[src/ccr_pkg.sv]
// Package: offsets, bit positions, reset values and timing for the control register
package ccr_pkg;
   // Register offsets (word index on the plain register port)
   localparam logic [3:0] CCR_OFS_CTL0 = 4'h0;
   localparam logic [3:0] CCR_OFS_CTL1 = 4'h1;
   localparam logic [3:0] CCR_OFS_IRQ_STAT = 4'h2;
   localparam logic [3:0] CCR_OFS_IRQ_MASK = 4'h3;
   localparam logic [3:0] CCR_OFS_STAMP_LO = 4'h4;
   localparam logic [3:0] CCR_OFS_STAMP_HI = 4'h5;
   // Mode control 0 bit positions
   localparam int CCR_B_FRAME_RECEIVED_FLAG = 7;
   localparam int CCR_B_RECEIVER_ACTIVE = 6;
   localparam int CCR_B_STOPW = 5;
   localparam int CCR_B_SYNC = 4;
   localparam int CCR_B_TIMER = 3;
   localparam int CCR_B_WAKE = 2;
   localparam int CCR_B_SLEEP_REQUEST = 1;
   localparam int CCR_B_INIT_REQUEST = 0;
   // Mode control 1 (status) bit positions
   localparam int CCR_B_SLEEP_ACKNOWLEDGE = 1;
   localparam int CCR_B_INIT_ACKNOWLEDGE = 0;
   // Interrupt status bit positions
   localparam int CCR_I_FRAME = 0;
   localparam int CCR_I_SYNC = 1;
   localparam int CCR_I_WAKE = 2;
   // Reset values
   localparam logic [7:0] CCR_CTL0_RST = 8'h01;
   localparam logic [2:0] CCR_IRQ_RST = 3'h0;
   // Bit time default: 1 us at 100 MHz clock
   localparam int CCR_CLK_NS = 10;
   localparam int CCR_BIT_NS = 1000;
   localparam int CCR_BIT_CYC = (CCR_BIT_NS / CCR_CLK_NS < 1) ? 1 :
                                CCR_BIT_NS / CCR_CLK_NS;
   // Mode states
   typedef enum logic [2:0] {
      CCR_RUN = 3'b001,
      CCR_INIT = 3'b010,
      CCR_SLEEP = 3'b100
   } ccr_mode_e;
endpackage : ccr_pkg

[src/ccr_ctl0.sv]
// Decided for this implementation: the register addresses and strobed register access.
`timescale 1ns/1ns
// Mode control register 0 with mode handshakes, stamp timer and interrupt
//
// Contract
// - Init mode holds register at reset values, except wake enable and sleep request, which keep theirs
// - Writes accepted again after init exits
// - Status bits read-only, flag module-set only
// - Valid received message sets frame flag
// - Flag cleared by writing one only
// - Frame flag, receiver active invalid in loopback
// - Receiver active while receiving, not transmitting
// - Receiver active driven by receiver front end
// - Stop-in-wait gates bus interface clocks
// - Synchronized bit reflects bus synchronization
// - Timer enable starts bit-time counter
// - Acknowledge stores stamp into message buffer
// - Clearing timer enable zeroes counter
// - Timer enable forced low in init
// - Wake enable lets traffic end sleep
// - Init request aborts transfer, acknowledged
// - Sleep only when idle, acknowledged
module ccr_ctl0
   import ccr_pkg::*;
#(
   parameter int STAMP_W = 16,
   parameter int BIT_CYC = CCR_BIT_CYC
) (
   input wire logic clk_in,
   input wire logic nrst_in,
   // Register port
   input wire logic [3:0] addr_in,
   input wire logic [7:0] wdata_in,
   input wire logic wr_in,
   input wire logic rd_in,
   output logic [7:0] rdata_out,
   // Protocol engine status
   input wire logic rx_frame_ok_in,
   input wire logic rx_busy_in,
   input wire logic bus_synced_in,
   input wire logic bus_idle_in,
   input wire logic tx_empty_in,
   input wire logic bus_traffic_in,
   input wire logic msg_ack_in,
   input wire logic loopback_in,
   input wire logic cpu_wait_in,
   // Engine controls
   output logic abort_out,
   output logic bus_clk_stop_out,
   output logic stamp_we_out,
   output logic [STAMP_W-1:0] stamp_out,
   output logic irq_out
);
   ////////////////////////////////////////////////////////////////////////
   // Declarations
   // Control bits live in flops; status bits are read straight
   // from the engine or from the sticky flags
   logic stopw_q;           // Stop-in-wait control
   logic timer_q;           // Timer enable
   logic wake_q;            // Wake on traffic enable
   logic wake_arm_q;        // Wake enable latched at sleep entry
   logic sleep_request_q;           // Sleep request
   logic init_request_q;          // Init request
   logic [2:0] imask_q;     // Interrupt mask
   logic [7:0] rdata_q;     // Registered read data
   ccr_mode_e mode_q;       // Mode state
   ccr_mode_e mode_d;
   logic in_init;           // Init request and acknowledge both set
   logic init_ak;
   logic slp_ak;
   logic wr_ctl0;
   logic wr_mask;
   logic rd_stat;
   logic can_write;
   logic frame_set;
   logic frame_flag;
   logic rx_act;
   logic sync_now;
   logic sync_q;            // Previous sync level for edge event
   logic wake_evt;
   logic [2:0] ievt;
   logic [2:0] istat;
   logic [STAMP_W-1:0] count;
   logic [7:0] ctl0_val;
   logic [7:0] ctl1_val;
   logic [7:0] rd_mux;

   ////////////////////////////////////////////////////////////////////////
   // Decode
   // Strobes qualified by the register index. Unmapped indices
   // match nothing, so stray writes are dropped and stray reads
   // return zero. Writes to control 0 are gated separately by
   // the init handshake below.
   assign wr_ctl0 = wr_in & (addr_in == CCR_OFS_CTL0);
   assign wr_mask = wr_in & (addr_in == CCR_OFS_IRQ_MASK);
   assign rd_stat = rd_in & (addr_in == CCR_OFS_IRQ_STAT);
   assign init_ak = (mode_q == CCR_INIT);
   assign slp_ak = (mode_q == CCR_SLEEP);
   assign in_init = init_request_q & init_ak;
   // Writes only once request and acknowledge both read zero
   assign can_write = ~init_request_q & ~init_ak;

   ////////////////////////////////////////////////////////////////////////
   // Status bits from the protocol engine
   // Receiver-active and synchronized are views of engine levels,
   // never stored here, so software has no path to alter them.
   // Both read zero in init mode because both are gated off
   // by the init state there.
   // Loopback frames do not count as bus reception
   assign frame_set = rx_frame_ok_in & ~loopback_in & ~in_init;
   assign rx_act = rx_busy_in & ~loopback_in & ~in_init;
   assign sync_now = bus_synced_in & ~in_init & ~slp_ak;
   // Traffic ends sleep only if wake was armed at entry
   assign wake_evt = slp_ak & wake_arm_q & bus_traffic_in;

   // Received-frame flag: write one clears, zero ignored
   ccr_sticky u_frame (
      .clk_in(clk_in),
      .nrst_in(nrst_in),
      .set_in(frame_set),
      .clr_in(wr_ctl0 & can_write & wdata_in[CCR_B_FRAME_RECEIVED_FLAG]),
      .hold_in(in_init),
      .flag_out(frame_flag)
   );

   ////////////////////////////////////////////////////////////////////////
   // Mode state machine
   // Run, init and sleep are one-hot. Init always wins over sleep,
   // since an init request aborts whatever the engine is doing.
   // Sleep is only entered with the bus quiet and nothing queued,
   // so no frame is ever cut by a sleep request.
   always_comb begin
      mode_d = mode_q;
      unique case (mode_q)
         CCR_RUN: begin
            if (init_request_q) begin
               mode_d = CCR_INIT;
            end else if (sleep_request_q & bus_idle_in & ~rx_busy_in & tx_empty_in) begin
               mode_d = CCR_SLEEP;
            end
         end
         CCR_INIT: begin
            if (!init_request_q) begin
               mode_d = CCR_RUN;
            end
         end
         CCR_SLEEP: begin
            if (init_request_q) begin
               mode_d = CCR_INIT;
            end else if (!sleep_request_q || wake_evt) begin
               mode_d = CCR_RUN;
            end
         end
         default: begin
            mode_d = CCR_RUN;
         end
      endcase
   end

   // Abort transfers while init is requested
   // Raised straight from the request bit, not the acknowledge,
   // so the engine stops before init mode is confirmed
   assign abort_out = init_request_q;

   ////////////////////////////////////////////////////////////////////////
   // Mode and control registers
   always_ff @(posedge clk_in or negedge nrst_in) begin
      if (!nrst_in) begin
         mode_q <= CCR_INIT;
      end else begin
         mode_q <= mode_d;
      end
   end

   // Init request: writable in any mode, cleared only once acknowledged
   // A clear written before the acknowledge is dropped; software
   // must poll the acknowledge before leaving init, or the mode
   // handshake could be torn in half
   always_ff @(posedge clk_in or negedge nrst_in) begin
      if (!nrst_in) begin
         init_request_q <= CCR_CTL0_RST[CCR_B_INIT_REQUEST];
      end else if (wr_ctl0) begin
         // Set any time; clear only after acknowledge
         if (wdata_in[CCR_B_INIT_REQUEST] || init_ak) begin
            init_request_q <= wdata_in[CCR_B_INIT_REQUEST];
         end
      end
   end

   // Sleep request: wake clears it, clear only after acknowledge
   // Wake-up has priority over a write in the same cycle, so a
   // rewrite of the old value cannot put the block back to sleep
   // behind the engine's back
   always_ff @(posedge clk_in or negedge nrst_in) begin
      if (!nrst_in) begin
         sleep_request_q <= CCR_CTL0_RST[CCR_B_SLEEP_REQUEST];
      end else if (wake_evt) begin
         sleep_request_q <= 1'b0;
      end else if (wr_ctl0 & can_write) begin
         if (wdata_in[CCR_B_SLEEP_REQUEST] || slp_ak) begin
            sleep_request_q <= wdata_in[CCR_B_SLEEP_REQUEST];
         end
      end
   end

   // Ordinary control bits: held in reset during init
   // Init hold beats any write, so a write landing in the same
   // cycle as the acknowledge is lost; software writes these bits
   // only after both handshake bits read zero
   always_ff @(posedge clk_in or negedge nrst_in) begin
      if (!nrst_in) begin
         stopw_q <= CCR_CTL0_RST[CCR_B_STOPW];
         timer_q <= CCR_CTL0_RST[CCR_B_TIMER];
      end else if (in_init) begin
         stopw_q <= CCR_CTL0_RST[CCR_B_STOPW];
         timer_q <= 1'b0;
      end else if (wr_ctl0 & can_write) begin
         stopw_q <= wdata_in[CCR_B_STOPW];
         timer_q <= wdata_in[CCR_B_TIMER];
      end
   end

   // Wake enable kept through init; latched on sleep entry
   // The latched copy gates wake-up; a change to the enable
   // while asleep only takes effect at the next sleep entry
   always_ff @(posedge clk_in or negedge nrst_in) begin
      if (!nrst_in) begin
         wake_q <= CCR_CTL0_RST[CCR_B_WAKE];
         wake_arm_q <= 1'b0;
      end else begin
         if (wr_ctl0 & can_write) begin
            wake_q <= wdata_in[CCR_B_WAKE];
         end
         if (mode_q != CCR_SLEEP && mode_d == CCR_SLEEP) begin
            wake_arm_q <= wake_q;
         end
      end
   end

   // Bus interface clocks stopped in wait when enabled
   // Combinational so the gate follows the wait level at once;
   // the clock gate itself sits outside this block
   assign bus_clk_stop_out = stopw_q & cpu_wait_in;

   ////////////////////////////////////////////////////////////////////////
   // Time stamp
   // Counter runs from the bit-time prescaler; disabling it, or
   // init mode forcing the enable low, zeroes both stages so the
   // next run starts from zero
   ccr_stamp_timer #(
      .WIDTH(STAMP_W),
      .BIT_CYC(BIT_CYC)
   ) u_timer (
      .clk_in(clk_in),
      .nrst_in(nrst_in),
      .enable_in(timer_q),
      .count_out(count)
   );

   // Capture stamp on acknowledge for the message buffer
   // The write pulse lags the acknowledge by one cycle and the
   // stamp holds until the next acknowledged message
   always_ff @(posedge clk_in or negedge nrst_in) begin
      if (!nrst_in) begin
         stamp_out <= '0;
         stamp_we_out <= 1'b0;
      end else begin
         stamp_we_out <= msg_ack_in & timer_q;
         if (msg_ack_in & timer_q) begin
            stamp_out <= count;
         end
      end
   end

   ////////////////////////////////////////////////////////////////////////
   // Interrupts: frame, sync gained, wake-up
   // Sync raises an event only on a rising level, so a steady
   // synchronized bus does not keep refilling the status bit.
   // Previous level resets low so a bus already synced counts once
   always_ff @(posedge clk_in or negedge nrst_in) begin
      if (!nrst_in) begin
         sync_q <= 1'b0;
         imask_q <= CCR_IRQ_RST;
      end else begin
         sync_q <= sync_now;
         if (wr_mask) begin
            imask_q <= wdata_in[2:0];
         end
      end
   end

   assign ievt[CCR_I_FRAME] = frame_set;
   assign ievt[CCR_I_SYNC] = sync_now & ~sync_q;
   assign ievt[CCR_I_WAKE] = wake_evt;

   // Sticky status bits, cleared by reading them
   // A new event in the read cycle wins over the clear, so an
   // event is never lost between the read and the next poll.
   // All three share the one read strobe of the status index.
   genvar gi;
   generate
      for (gi = 0; gi < 3; gi++) begin : g_irq
         ccr_sticky u_ist (
            .clk_in(clk_in),
            .nrst_in(nrst_in),
            .set_in(ievt[gi]),
            .clr_in(rd_stat),
            .hold_in(1'b0),
            .flag_out(istat[gi])
         );
      end
   endgenerate

   assign irq_out = |(istat & imask_q);

   ////////////////////////////////////////////////////////////////////////
   // Read back
   // Index decode for the read mux; ctl1 carries only the two
   // handshake acknowledges, both read-only
   assign ctl0_val = {frame_flag, rx_act, stopw_q, sync_now, timer_q,
                      wake_q, sleep_request_q, init_request_q};
   assign ctl1_val = {6'h00, slp_ak, init_ak};
   assign rd_mux = (addr_in == CCR_OFS_CTL0) ? ctl0_val :
                   (addr_in == CCR_OFS_CTL1) ? ctl1_val :
                   (addr_in == CCR_OFS_IRQ_STAT) ? {5'h00, istat} :
                   (addr_in == CCR_OFS_IRQ_MASK) ? {5'h00, imask_q} :
                   (addr_in == CCR_OFS_STAMP_LO) ? stamp_out[7:0] :
                   (addr_in == CCR_OFS_STAMP_HI) ? stamp_out[15:8] :
                   8'h00;

   // Read data valid the cycle after the strobe only
   // Zero outside the read slot so a bus that ORs slave data
   // together sees nothing from this block when idle
   always_ff @(posedge clk_in or negedge nrst_in) begin
      if (!nrst_in) begin
         rdata_q <= 8'h00;
      end else begin
         rdata_q <= rd_in ? rd_mux : 8'h00;
      end
   end
   assign rdata_out = rdata_q;
endmodule : ccr_ctl0

[src/ccr_sticky.sv]
`timescale 1ns/1ns
// Sticky flag: hardware set wins over clear
module ccr_sticky (
   input wire logic clk_in,
   input wire logic nrst_in,
   input wire logic set_in,
   input wire logic clr_in,
   input wire logic hold_in,
   output logic flag_out
);
   // Flag storage
   logic flag_q;
   logic flag_d;
   // Hold forces reset value; set beats clear
   assign flag_d = hold_in ? 1'b0 : (set_in | (flag_q & ~clr_in));
   // Flag register
   always_ff @(posedge clk_in or negedge nrst_in) begin
      if (!nrst_in) begin
         flag_q <= 1'b0;
      end else begin
         flag_q <= flag_d;
      end
   end
   assign flag_out = flag_q;
endmodule : ccr_sticky

[src/ccr_stamp_timer.sv]
`timescale 1ns/1ns
// Free-running bit-time counter for message time stamps
module ccr_stamp_timer #(
   parameter int WIDTH = 16,
   parameter int BIT_CYC = 100
) (
   input wire logic clk_in,
   input wire logic nrst_in,
   input wire logic enable_in,
   output logic [WIDTH-1:0] count_out
);
   // Prescaler and counter
   logic [15:0] pre_q;
   logic [15:0] pre_d;
   logic [WIDTH-1:0] cnt_q;
   logic [WIDTH-1:0] cnt_d;
   logic tick;
   // One tick per bit time
   assign tick = (pre_q == 16'(BIT_CYC - 1));
   // Disabled clears both to zero
   assign pre_d = !enable_in ? 16'h0000 : (tick ? 16'h0000 : pre_q + 16'h0001);
   assign cnt_d = !enable_in ? '0 : (tick ? cnt_q + 1'b1 : cnt_q);
   // Counter registers
   always_ff @(posedge clk_in or negedge nrst_in) begin
      if (!nrst_in) begin
         pre_q <= 16'h0000;
         cnt_q <= '0;
      end else begin
         pre_q <= pre_d;
         cnt_q <= cnt_d;
      end
   end
   assign count_out = cnt_q;
endmodule : ccr_stamp_timer

[config.mk]
export PLATFORM = sky130hd
export DESIGN_NAME = ccr_ctl0
export DESIGN_NICKNAME = d
export VERILOG_FILES = /design/src/ccr_pkg.sv /design/src/ccr_ctl0.sv /design/src/ccr_sticky.sv /design/src/ccr_stamp_timer.sv
export SDC_FILE = /design/constraint.sdc
export NUM_CORES = 1
export LEC_CHECK = 0
export BUFFER_PORTS_ARGS = -buffer_cell sky130_fd_sc_hd__buf_2
export CAP_MARGIN = 20
export CORE_MARGIN = 5
export CORE_UTILIZATION = 32
export CTS_CLUSTER_SIZE = 12
export DETAILED_ROUTE_END_ITERATION = 6
export PLACE_DENSITY = 0.58
export SYNTH_ARGS = -nofsm -noshare
export SYNTH_HDL_FRONTEND = slang
export SYNTH_HIERARCHICAL = 1
export SYNTH_SLANG_ARGS = --single-unit
[constraint.sdc]
create_clock -name clk_in -period 2.85 [get_ports clk_in]
set_input_delay 0.4275 -clock clk_in [delete_from_list [all_inputs] [get_ports clk_in]]
set_output_delay 0.4275 -clock clk_in [all_outputs]
set_load 0.05 [all_outputs]
# --- After elaboration in Yosys (flattened, before gate mapping) ---
# Cells that the tools add are included.
word_totals:
  reg_bits: 74
  input_bits: 25
op_classes:
  add_sub_neg: 2
  n_eq_ne: 12
  n_mux: 25
  bitwise_logic: 39
  n_reduce_logical: 12
ops:
  columns: ["op", "count"]
  rows:
  - ["$mux 16", 4]
  - ["$mux 8", 7]
  - ["$add 16x1->16 const B", 2]
  - ["$and 1x1->1", 25]
  - ["$eq 16x7->1 const B", 1]
  - ["$mux 3", 5]
  - ["$not 1->1", 9]
  - ["$pmux 3 s3", 1]
  - ["$eq 4x2->1 const B", 2]
  - ["$eq 4x3->1 const B", 2]
  - ["$mux 1", 8]
  - ["$eq 3x3->1 const B", 2]
  - ["$reduce_bool 2->1", 3]
  - ["$eq 4x1->1 const B", 1]
  - ["$logic_not 4->1", 1]
  - ["$or 1x1->1", 4]
  - ["$reduce_and 2->1", 2]
  - ["$and 3x3->3", 1]
  - ["$eq 3x1->1 const B", 1]
  - ["$eq 3x2->1 const B", 1]
  - ["$logic_or 1x1->1", 3]
  - ["$ne 3x3->1 const B", 1]
  - ["$reduce_or 3->1", 1]
  - ["$ne 2x1->1 const B", 1]
  - ["2 further kinds", 2]

# --- Logic depth before layout (Yosys ltp) ---
# Gate-level depths: netlist of run 1.
logic_depth:
  word_depth: 9
  depth_mapped: 7
  ltp_nobuf: 6

# --- Hierarchy ---
# The synthesis of run 1 kept the hierarchy.
modules_own_cells:
  columns: ["mod", "n_inst", "cells_per_inst", "area_each_um2"]
  rows:
  - ["ccr_ctl0", 1, 177, 2009.4]
  - ["ccr_stamp_timer", 1, 170, 1615.3]
  - ["ccr_sticky", 4, 4, 43.8]

# --- Worst setup path after synthesis of run 1 ---
# Ideal clock, no wire load.
synth_timing:
  path_type: "reg-to-reg"
  from: "register u_timer.pre_q[11]"
  to: "register u_timer.cnt_q[5], in the netlist u_timer/count_out[5]"
  setup_ns: 0.078
  arrival_ns: 2.226
  t_required_ns: 2.772
  slack_ns: 0.546
  path_stages_with_launch: 6
  synth_period_minus_slack_ns: 2.304
  cell_sequence: "dfrtp_1 > or4_1 > or4_4 > buf_6 > or4_1 > a21oi_1"
synth_via:
  elab_chain_len: 2
synth_rtl:
  columns: ["element", "line_no", "source"]
  rows:
  - ["start: declaration", "ccr_stamp_timer.sv:13", "logic [15:0] pre_q;"]
  - ["start signal: assignment", "ccr_stamp_timer.sv:29", "pre_q <= pre_d;"]
  - ["$eq 16x7->1", "ccr_stamp_timer.sv:19", "assign tick = (pre_q == 16'(BIT_CYC - 1));"]
  - ["$ne 2x1->1 (no line)", null, null]
  - ["end signal: assignment", "ccr_stamp_timer.sv:30", "cnt_q <= cnt_d;"]
  - ["end: declaration", "ccr_stamp_timer.sv:15", "logic [WIDTH-1:0] cnt_q;"]
# Every way passes these cells.
# A chain may end at the register's enable or synchronous reset.

# --- Worst setup path after layout of run 1 ---
# Ends and elaborated chain as after synthesis.

==> results of run 1 <==
==> logic make-up after synthesis <==
group                      Yosys count
DFF                                 74
and+or+nand+nor                    142
muxes                               30
AOI/OAI and AO/OA                   64
adders and majority gates            2
xor gates and xnor gates            17
buffers and inverters               33
other                                1
==> routing by layer <==
metal  up-vias  routed length (um)
met3         7                 330
met2        42                4157
li1       1398                   -
met5         -                   0
met1      1376                4094
met4         0                  82
==> sequential cells by signal, indices dropped and copies added, names as in the netlist, 3 cells and up <==
register              count
mode_q                    3
rdata_out                 8
u_timer/count_out        16
imask_q                   3
u_timer/pre_q            16
stamp_out                16
g_irq.u_ist/flag_out      3
==> placed cells by master (no fill, tap or decap), types with 5 or more instances in the layout <==
master     count
inv_1         16
buf_2         50
a21oi_1       21
mux2i_1        7
or4_1         10
nand3_1       11
and2_1         5
o21ai_0       14
nor2_1        34
dfrtp_1       72
nor2b_1        6
a21oi_2        5
nand2b_1       5
or3_1          8
nor3_1         5
nand4_1        9
nor4_1         5
xnor2_1       14
o31ai_1        6
clkbuf_16      9
mux2_2        18
nand2_1       22
==> power by group <==
part	leakage, nW	switching [mW]	total (mW)	internal, mW
Sequential	1.00	0.0979	1.23	1.13
Clock	0.183	0.432	1.40	0.970
Combinational	0.795	0.224	0.370	0.146
==> critical path, delay by kind of cell (launching register included) <==
family          cells  cell delay [ns]
simple gates        3             1.80
flops               1             0.43
compound gates      1             0.15
==> final timing paths <==
kind	startpoint	slack [ns]	to	depth (start not counted)
max	u_timer/pre_q[11]	0.38	u_timer/count_out[5]	4
min	nrst_in	0.15	imask_q[0]	1
max reg2reg	u_timer/pre_q[11]	0.38	u_timer/count_out[5]	4
min reg2reg	wake_arm_q	0.50	wake_arm_q	1
max in group asynchronous	nrst_in	1.95	mode_q[1]	2
min in group clk_in	wdata_in[2]	0.33	wake_q	2
==> area by class of cell <==
cell class | count | share of cell area
Multi-Input combinational cell | 258 | 0.3925
Sequential cell | 74 | 0.4111
Timing Repair Buffer | 51 | 0.05992
Tap cell | 143 | 0.03967
Clock buffer | 10 | 0.05298
Clock inverter | 6 | 0.03051
Inverter | 16 | 0.01331
==> per-stage QoR <==
| step | utilization | setup slack, ns | instance area (um2) |
|---|---|---|---|
| floorplan | - | 0.5464 | 3807 |
| global placement | 0.3590 | 0.4220 | 4134 |
| detailed placement | 0.3590 | 0.3878 | 4134 |
| CTS | 0.3917 | 0.3872 | 4511 |
| global route | 0.3917 | 0.2741 | 4511 |
| finish | 0.3917 | 0.3751 | 4511 |
==> synth_stat cells, types with 5 or more instances <==
cell      number  area [um2]
a21oi_1       21       105.1
a21oi_2        5       43.79
and2_1         5       31.28
buf_2          5       25.02
buf_6          6       67.56
dfrtp_1       72        1802
inv_1         16       60.06
mux2_2        18       202.7
mux2i_1        7       70.07
nand2_1       22       82.58
nand2b_1       5       31.28
nand3_1       11       55.05
nand4_1        9       56.30
nor2_1        34       127.6
nor2b_1        6       37.54
nor3_1         5       25.02
nor4_1         5       31.28
o21ai_0       14       70.07
o31ai_1        6       45.04
or3_1          8       50.05
or4_1         10       75.07
xnor2_1       14       122.6
==> results.sh, run 1 <==
export IMPL_synth_edf_count=0
export IMPL_met1_usage=0.1715
export IMPL_status="finished, final reports clean"
export IMPL_tritoncts="built"
export IMPL_p_leak_nw=1.983
export IMPL_hold_viol_final=0
export IMPL_drv_slew=0
export IMPL_cts_sinks=74
export IMPL_worstPathArrival_ns=2.72
export IMPL_yosysWarnings=6
export IMPL_synthMuxAreaShare=0.08956
export IMPL_die_area_um2=14150
export IMPL_drcViolationCount=0
export IMPL_post_cts_resized=0
export IMPL_crit_slowest_cell="or4_4"
export IMPL_wire_per_inst_um=15.53
export IMPL_syn_to_final_growth_pct=18.70
export IMPL_place_inst=542
export IMPL_place_hpwl_um=6140
export IMPL_vdd_drop_max_mv=0.2868
export IMPL_worst_pin_slew_ns=0.7630
export IMPL_async_flop_share=1.000
export IMPL_clk_path_buf_depth=2
export IMPL_finalPower_mw=2.998
export IMPL_post_synth_xor_area_fraction=0.03918
export IMPL_syn_inst=363
export IMPL_max_cap_violations=0
export IMPL_finalCritPeriodShare=0.8684
export IMPL_dr_pass1_iters=4
export IMPL_layout_min_cycle_time_ns=2.475
export IMPL_layout_area_seq_um2=1854
export IMPL_h_tree_depth=3
export IMPL_grt_usage=0.1297
export IMPL_crit_path_max_fanout=32
export IMPL_ant_nets=0
export IMPL_synth_seq_area_share=0.4880
export IMPL_path_clk_slew_ns=0.06
export IMPL_layout_drive_gt1_share=0.2578
export IMPL_nNetsFinal=437
export IMPL_max_freq_mhz=404.1
export IMPL_fill_cells=1121
export IMPL_critPathMostFrequentCell="or4_1"
export IMPL_rsz0062_at_grt="no"
export IMPL_synth_compound_area_frac=0.1070
export IMPL_hold_slack_ns=0.1506
export IMPL_fp_dieH_um=119.0
export IMPL_ys_types=61
export IMPL_io_buffers=50
export IMPL_synth_top_family_by_area="simple AND/OR/NAND/NOR gates"
export IMPL_slew_headroom=0.4901
export IMPL_critPathRequiredTime_ns=3.09
export IMPL_first_global_vias=2885
export IMPL_grt_util_met2=0.2032
export IMPL_coreArea_um2=11520
export IMPL_yosys_most_used_dff="dfrtp_1"
export IMPL_initial_core_util=0.3300
export IMPL_grt_pass1_wl_um=14870
export IMPL_multi_input_area_um2=1770
export IMPL_clk_latency_ns=0.33
export IMPL_ys_ff_latch=74
export IMPL_cp_end_kind="flop"
export IMPL_grt_overflow_total=0
export IMPL_avgSynthCellArea_um2=10.47
export IMPL_use_met3=0.04076
export IMPL_path_cells="or4_1, or4_4, or4_1, a21oi_1"
export IMPL_num_vias=2823
export IMPL_synth_simple_area_share=0.2206
export IMPL_drtIter0Drc=158
export IMPL_drt_total_wl_um=8663
export IMPL_min_path_type="input port to asynchronous set/reset pin"
export IMPL_start_kind="flop"
export IMPL_p_per_area_nw_per_um2=664.6
export IMPL_skew_ns=0.007532
export IMPL_insertedDiodeCount=0
export IMPL_vias_per_cell=5.059
export IMPL_synthAdderAreaFrac=0.006585
export IMPL_num_rows=39
export IMPL_numCtsBuffers=9
export IMPL_finalSetupViolCount=0
export IMPL_gp_congestion=0.8009
export IMPL_grt_max_degree=45
export IMPL_num_io_pins=53
export IMPL_tns_ns=0
export IMPL_crit_type="flop to flop"
export IMPL_root_buffer="clkbuf_16"
export IMPL_cts_setup_buffers=0
export IMPL_grt_antenna_before_repair=0
export IMPL_layoutNonFillerInstCount=558
export IMPL_chipWidth_um=119.0
export IMPL_cts_hold_buf=0
export IMPL_busiest_layer="met2"
export IMPL_cp_slowest_stage_delay_ns=0.72
export IMPL_synth_area_um2=3800
Power figures use the tool's default switching activity.
==> inputs of run 2 (changes only) <==
==> constraint.sdc (replaced) <==
create_clock -name clk_in -period 3.1 [get_ports clk_in]
set_input_delay 0.465 -clock clk_in [delete_from_list [all_inputs] [get_ports clk_in]]
set_output_delay 0.465 -clock clk_in [all_outputs]
set_load 0.05 [all_outputs]
==> run 2 against run 1 <==
Against the previous run:
- worst setup slack better by 0.20 ns
- global-route usage about the same
- first-iteration DRC count increased by 32%
- largest cell class unchanged
==> results.sh, run 2 (same netlist as run 1, synthesis figures left out) <==
export IMPL_status="finished, final reports clean"
export IMPL_drt_total_wl_um=8773
export IMPL_layout_drive_gt1_share=0.2596
export IMPL_grt_pass1_wl_um=14810
export IMPL_wire_per_inst_um=15.69
export IMPL_dr_pass1_iters=4
export IMPL_crit_path_max_fanout=32
export IMPL_critPathRequiredTime_ns=3.35
export IMPL_crit_slowest_cell="or4_4"
export IMPL_cts_sinks=74
export IMPL_vdd_drop_max_mv=0.2828
export IMPL_start_kind="flop"
export IMPL_p_leak_nw=1.955
export IMPL_min_path_type="input port to asynchronous set/reset pin"
export IMPL_ant_nets=0
export IMPL_hold_slack_ns=0.1993
export IMPL_layout_area_seq_um2=1854
export IMPL_h_tree_depth=3
export IMPL_numCtsBuffers=9
export IMPL_crit_type="flop to flop"
export IMPL_num_rows=39
export IMPL_hold_viol_final=0
export IMPL_cp_num_cells=4
export IMPL_clk_latency_ns=0.33
export IMPL_worst_pin_slew_ns=0.7720
export IMPL_grt_antenna_before_repair=0
export IMPL_finalSetupViolCount=0
export IMPL_multi_input_area_um2=1770
export IMPL_initial_core_util=0.3300
export IMPL_r2r_setup_slack_ns=0.58
export IMPL_layout_common_cells="dfrtp_1 (72), buf_2 (50), nor2_1 (34)"
export IMPL_num_io_pins=53
export IMPL_p_per_area_nw_per_um2=583.0
export IMPL_grt_usage=0.1295
export IMPL_max_cap_violations=0
export IMPL_clk_path_buf_depth=2
export IMPL_die_area_um2=14150
export IMPL_rsz0062_at_grt="no"
export IMPL_drcViolationCount=0
export IMPL_drtIter0Drc=208
export IMPL_fp_dieH_um=119.0
export IMPL_skew_ns=0.009576
export IMPL_slew_headroom=0.4841
export IMPL_fill_cells=1128
export IMPL_chipWidth_um=119.0
export IMPL_cp_num_buf_inv=0
export IMPL_grt_overflow_total=0
export IMPL_num_vias=2848
export IMPL_regToRegStartpoint="u_timer/pre_q[11]"
export IMPL_coreArea_um2=11520
export IMPL_final_common_cell="dfrtp_1"
export IMPL_grt_max_degree=35
export IMPL_tns_ns=0
export IMPL_layout_min_cycle_time_ns=2.523
export IMPL_rr_worst_depth=4
export IMPL_drv_slew=0
export IMPL_insertedDiodeCount=0
export IMPL_root_buffer="clkbuf_16"
export IMPL_r2r_end="u_timer/count_out[9]"
export IMPL_gp_congestion=0.7767
export IMPL_place_hpwl_um=6246
export IMPL_cts_hold_buf=0
export IMPL_cp_slowest_stage_delay_ns=0.73
export IMPL_crit_family="simple AND/OR/NAND/NOR gates"
export IMPL_cts_setup_buffers=0
export IMPL_syn_to_final_growth_pct=17.29
export IMPL_first_global_vias=2910
export IMPL_post_cts_resized=0
export IMPL_max_freq_mhz=396.3
export IMPL_worstPathArrival_ns=2.77
export IMPL_io_buffers=50
export IMPL_vias_per_cell=5.095
export IMPL_tritoncts="built"
export IMPL_nNetsFinal=438
export IMPL_cp_end_kind="flop"
export IMPL_path_clk_slew_ns=0.06
export IMPL_finalCritPeriodShare=0.8139
export IMPL_critPathMostFrequentCell="or4_1"
export IMPL_path_cells="or4_1, or4_4, or4_1, a21oi_1"
-- run 2: cell count changes in the layout (fill, tap and decap cells not counted), sizes merged --
cell / change
clkinvlp: +2
buf: +1
bufinv: -2
inv: +1
clkinv: -1
-- run 2: layer usage --
metal,GRT usage,share of wire,up-vias
met5,0,0,-
met4,0.04779,0.015,0
met3,0.03318,0.037,13
met2,0.2089,0.47,44
met1,0.1684,0.48,1399
li1,-,-,1392
-- run 2: where the power goes --
part,internal (mW),switching [mW],leakage [nW]
clock network,0.728,0.406,0.155
logic,0.133,0.207,0.796
registers,1.04,0.0887,1.00
total,1.90,0.701,1.96
-- run 2: worst register-to-register path, cell delays in order, from the launching register on --
cell	delay (ns)
dfrtp_1	0.45
or4_1	0.53
or4_4	0.73
or4_1	0.56
a21oi_1	0.17
-- run 2: final cells by class --
type,instances,area share
Sequential cell,74,0.4161
Multi-Input combinational cell,258,0.3972
Timing Repair Buffer,52,0.05952
Clock buffer,10,0.05362
Tap cell,143,0.04015
Clock inverter,6,0.01993
Inverter,16,0.01348
-- run 2: per-stage QoR --
step	util	instance area, um2	total power, mW	instances	worst slack [ns]
floorplan	-	3807	1.396	365	0.7964
global route	0.3870	4457	2.723	559	0.4885
detailed placement	0.3585	4129	1.482	543	0.6076
CTS	0.3870	4457	2.623	559	0.5863
finish	0.3870	4457	2.598	559	0.5769
global placement	0.3585	4129	1.479	543	0.6678
-- run 2: worst max-delay path by stage --
stage                      start  slack, ns               endpoint
2_1_floorplan  u_timer/pre_q[11]       0.80   u_timer/count_out[5]
3_5_place_dp   u_timer/pre_q[11]       0.61   u_timer/count_out[9]
5_1_grt        u_timer/pre_q[11]       0.49  u_timer/count_out[10]
4_1_cts        u_timer/pre_q[11]       0.59   u_timer/count_out[9]
6_report       u_timer/pre_q[11]       0.58   u_timer/count_out[9]
3_3_place_gp   u_timer/pre_q[11]       0.67  u_timer/count_out[10]
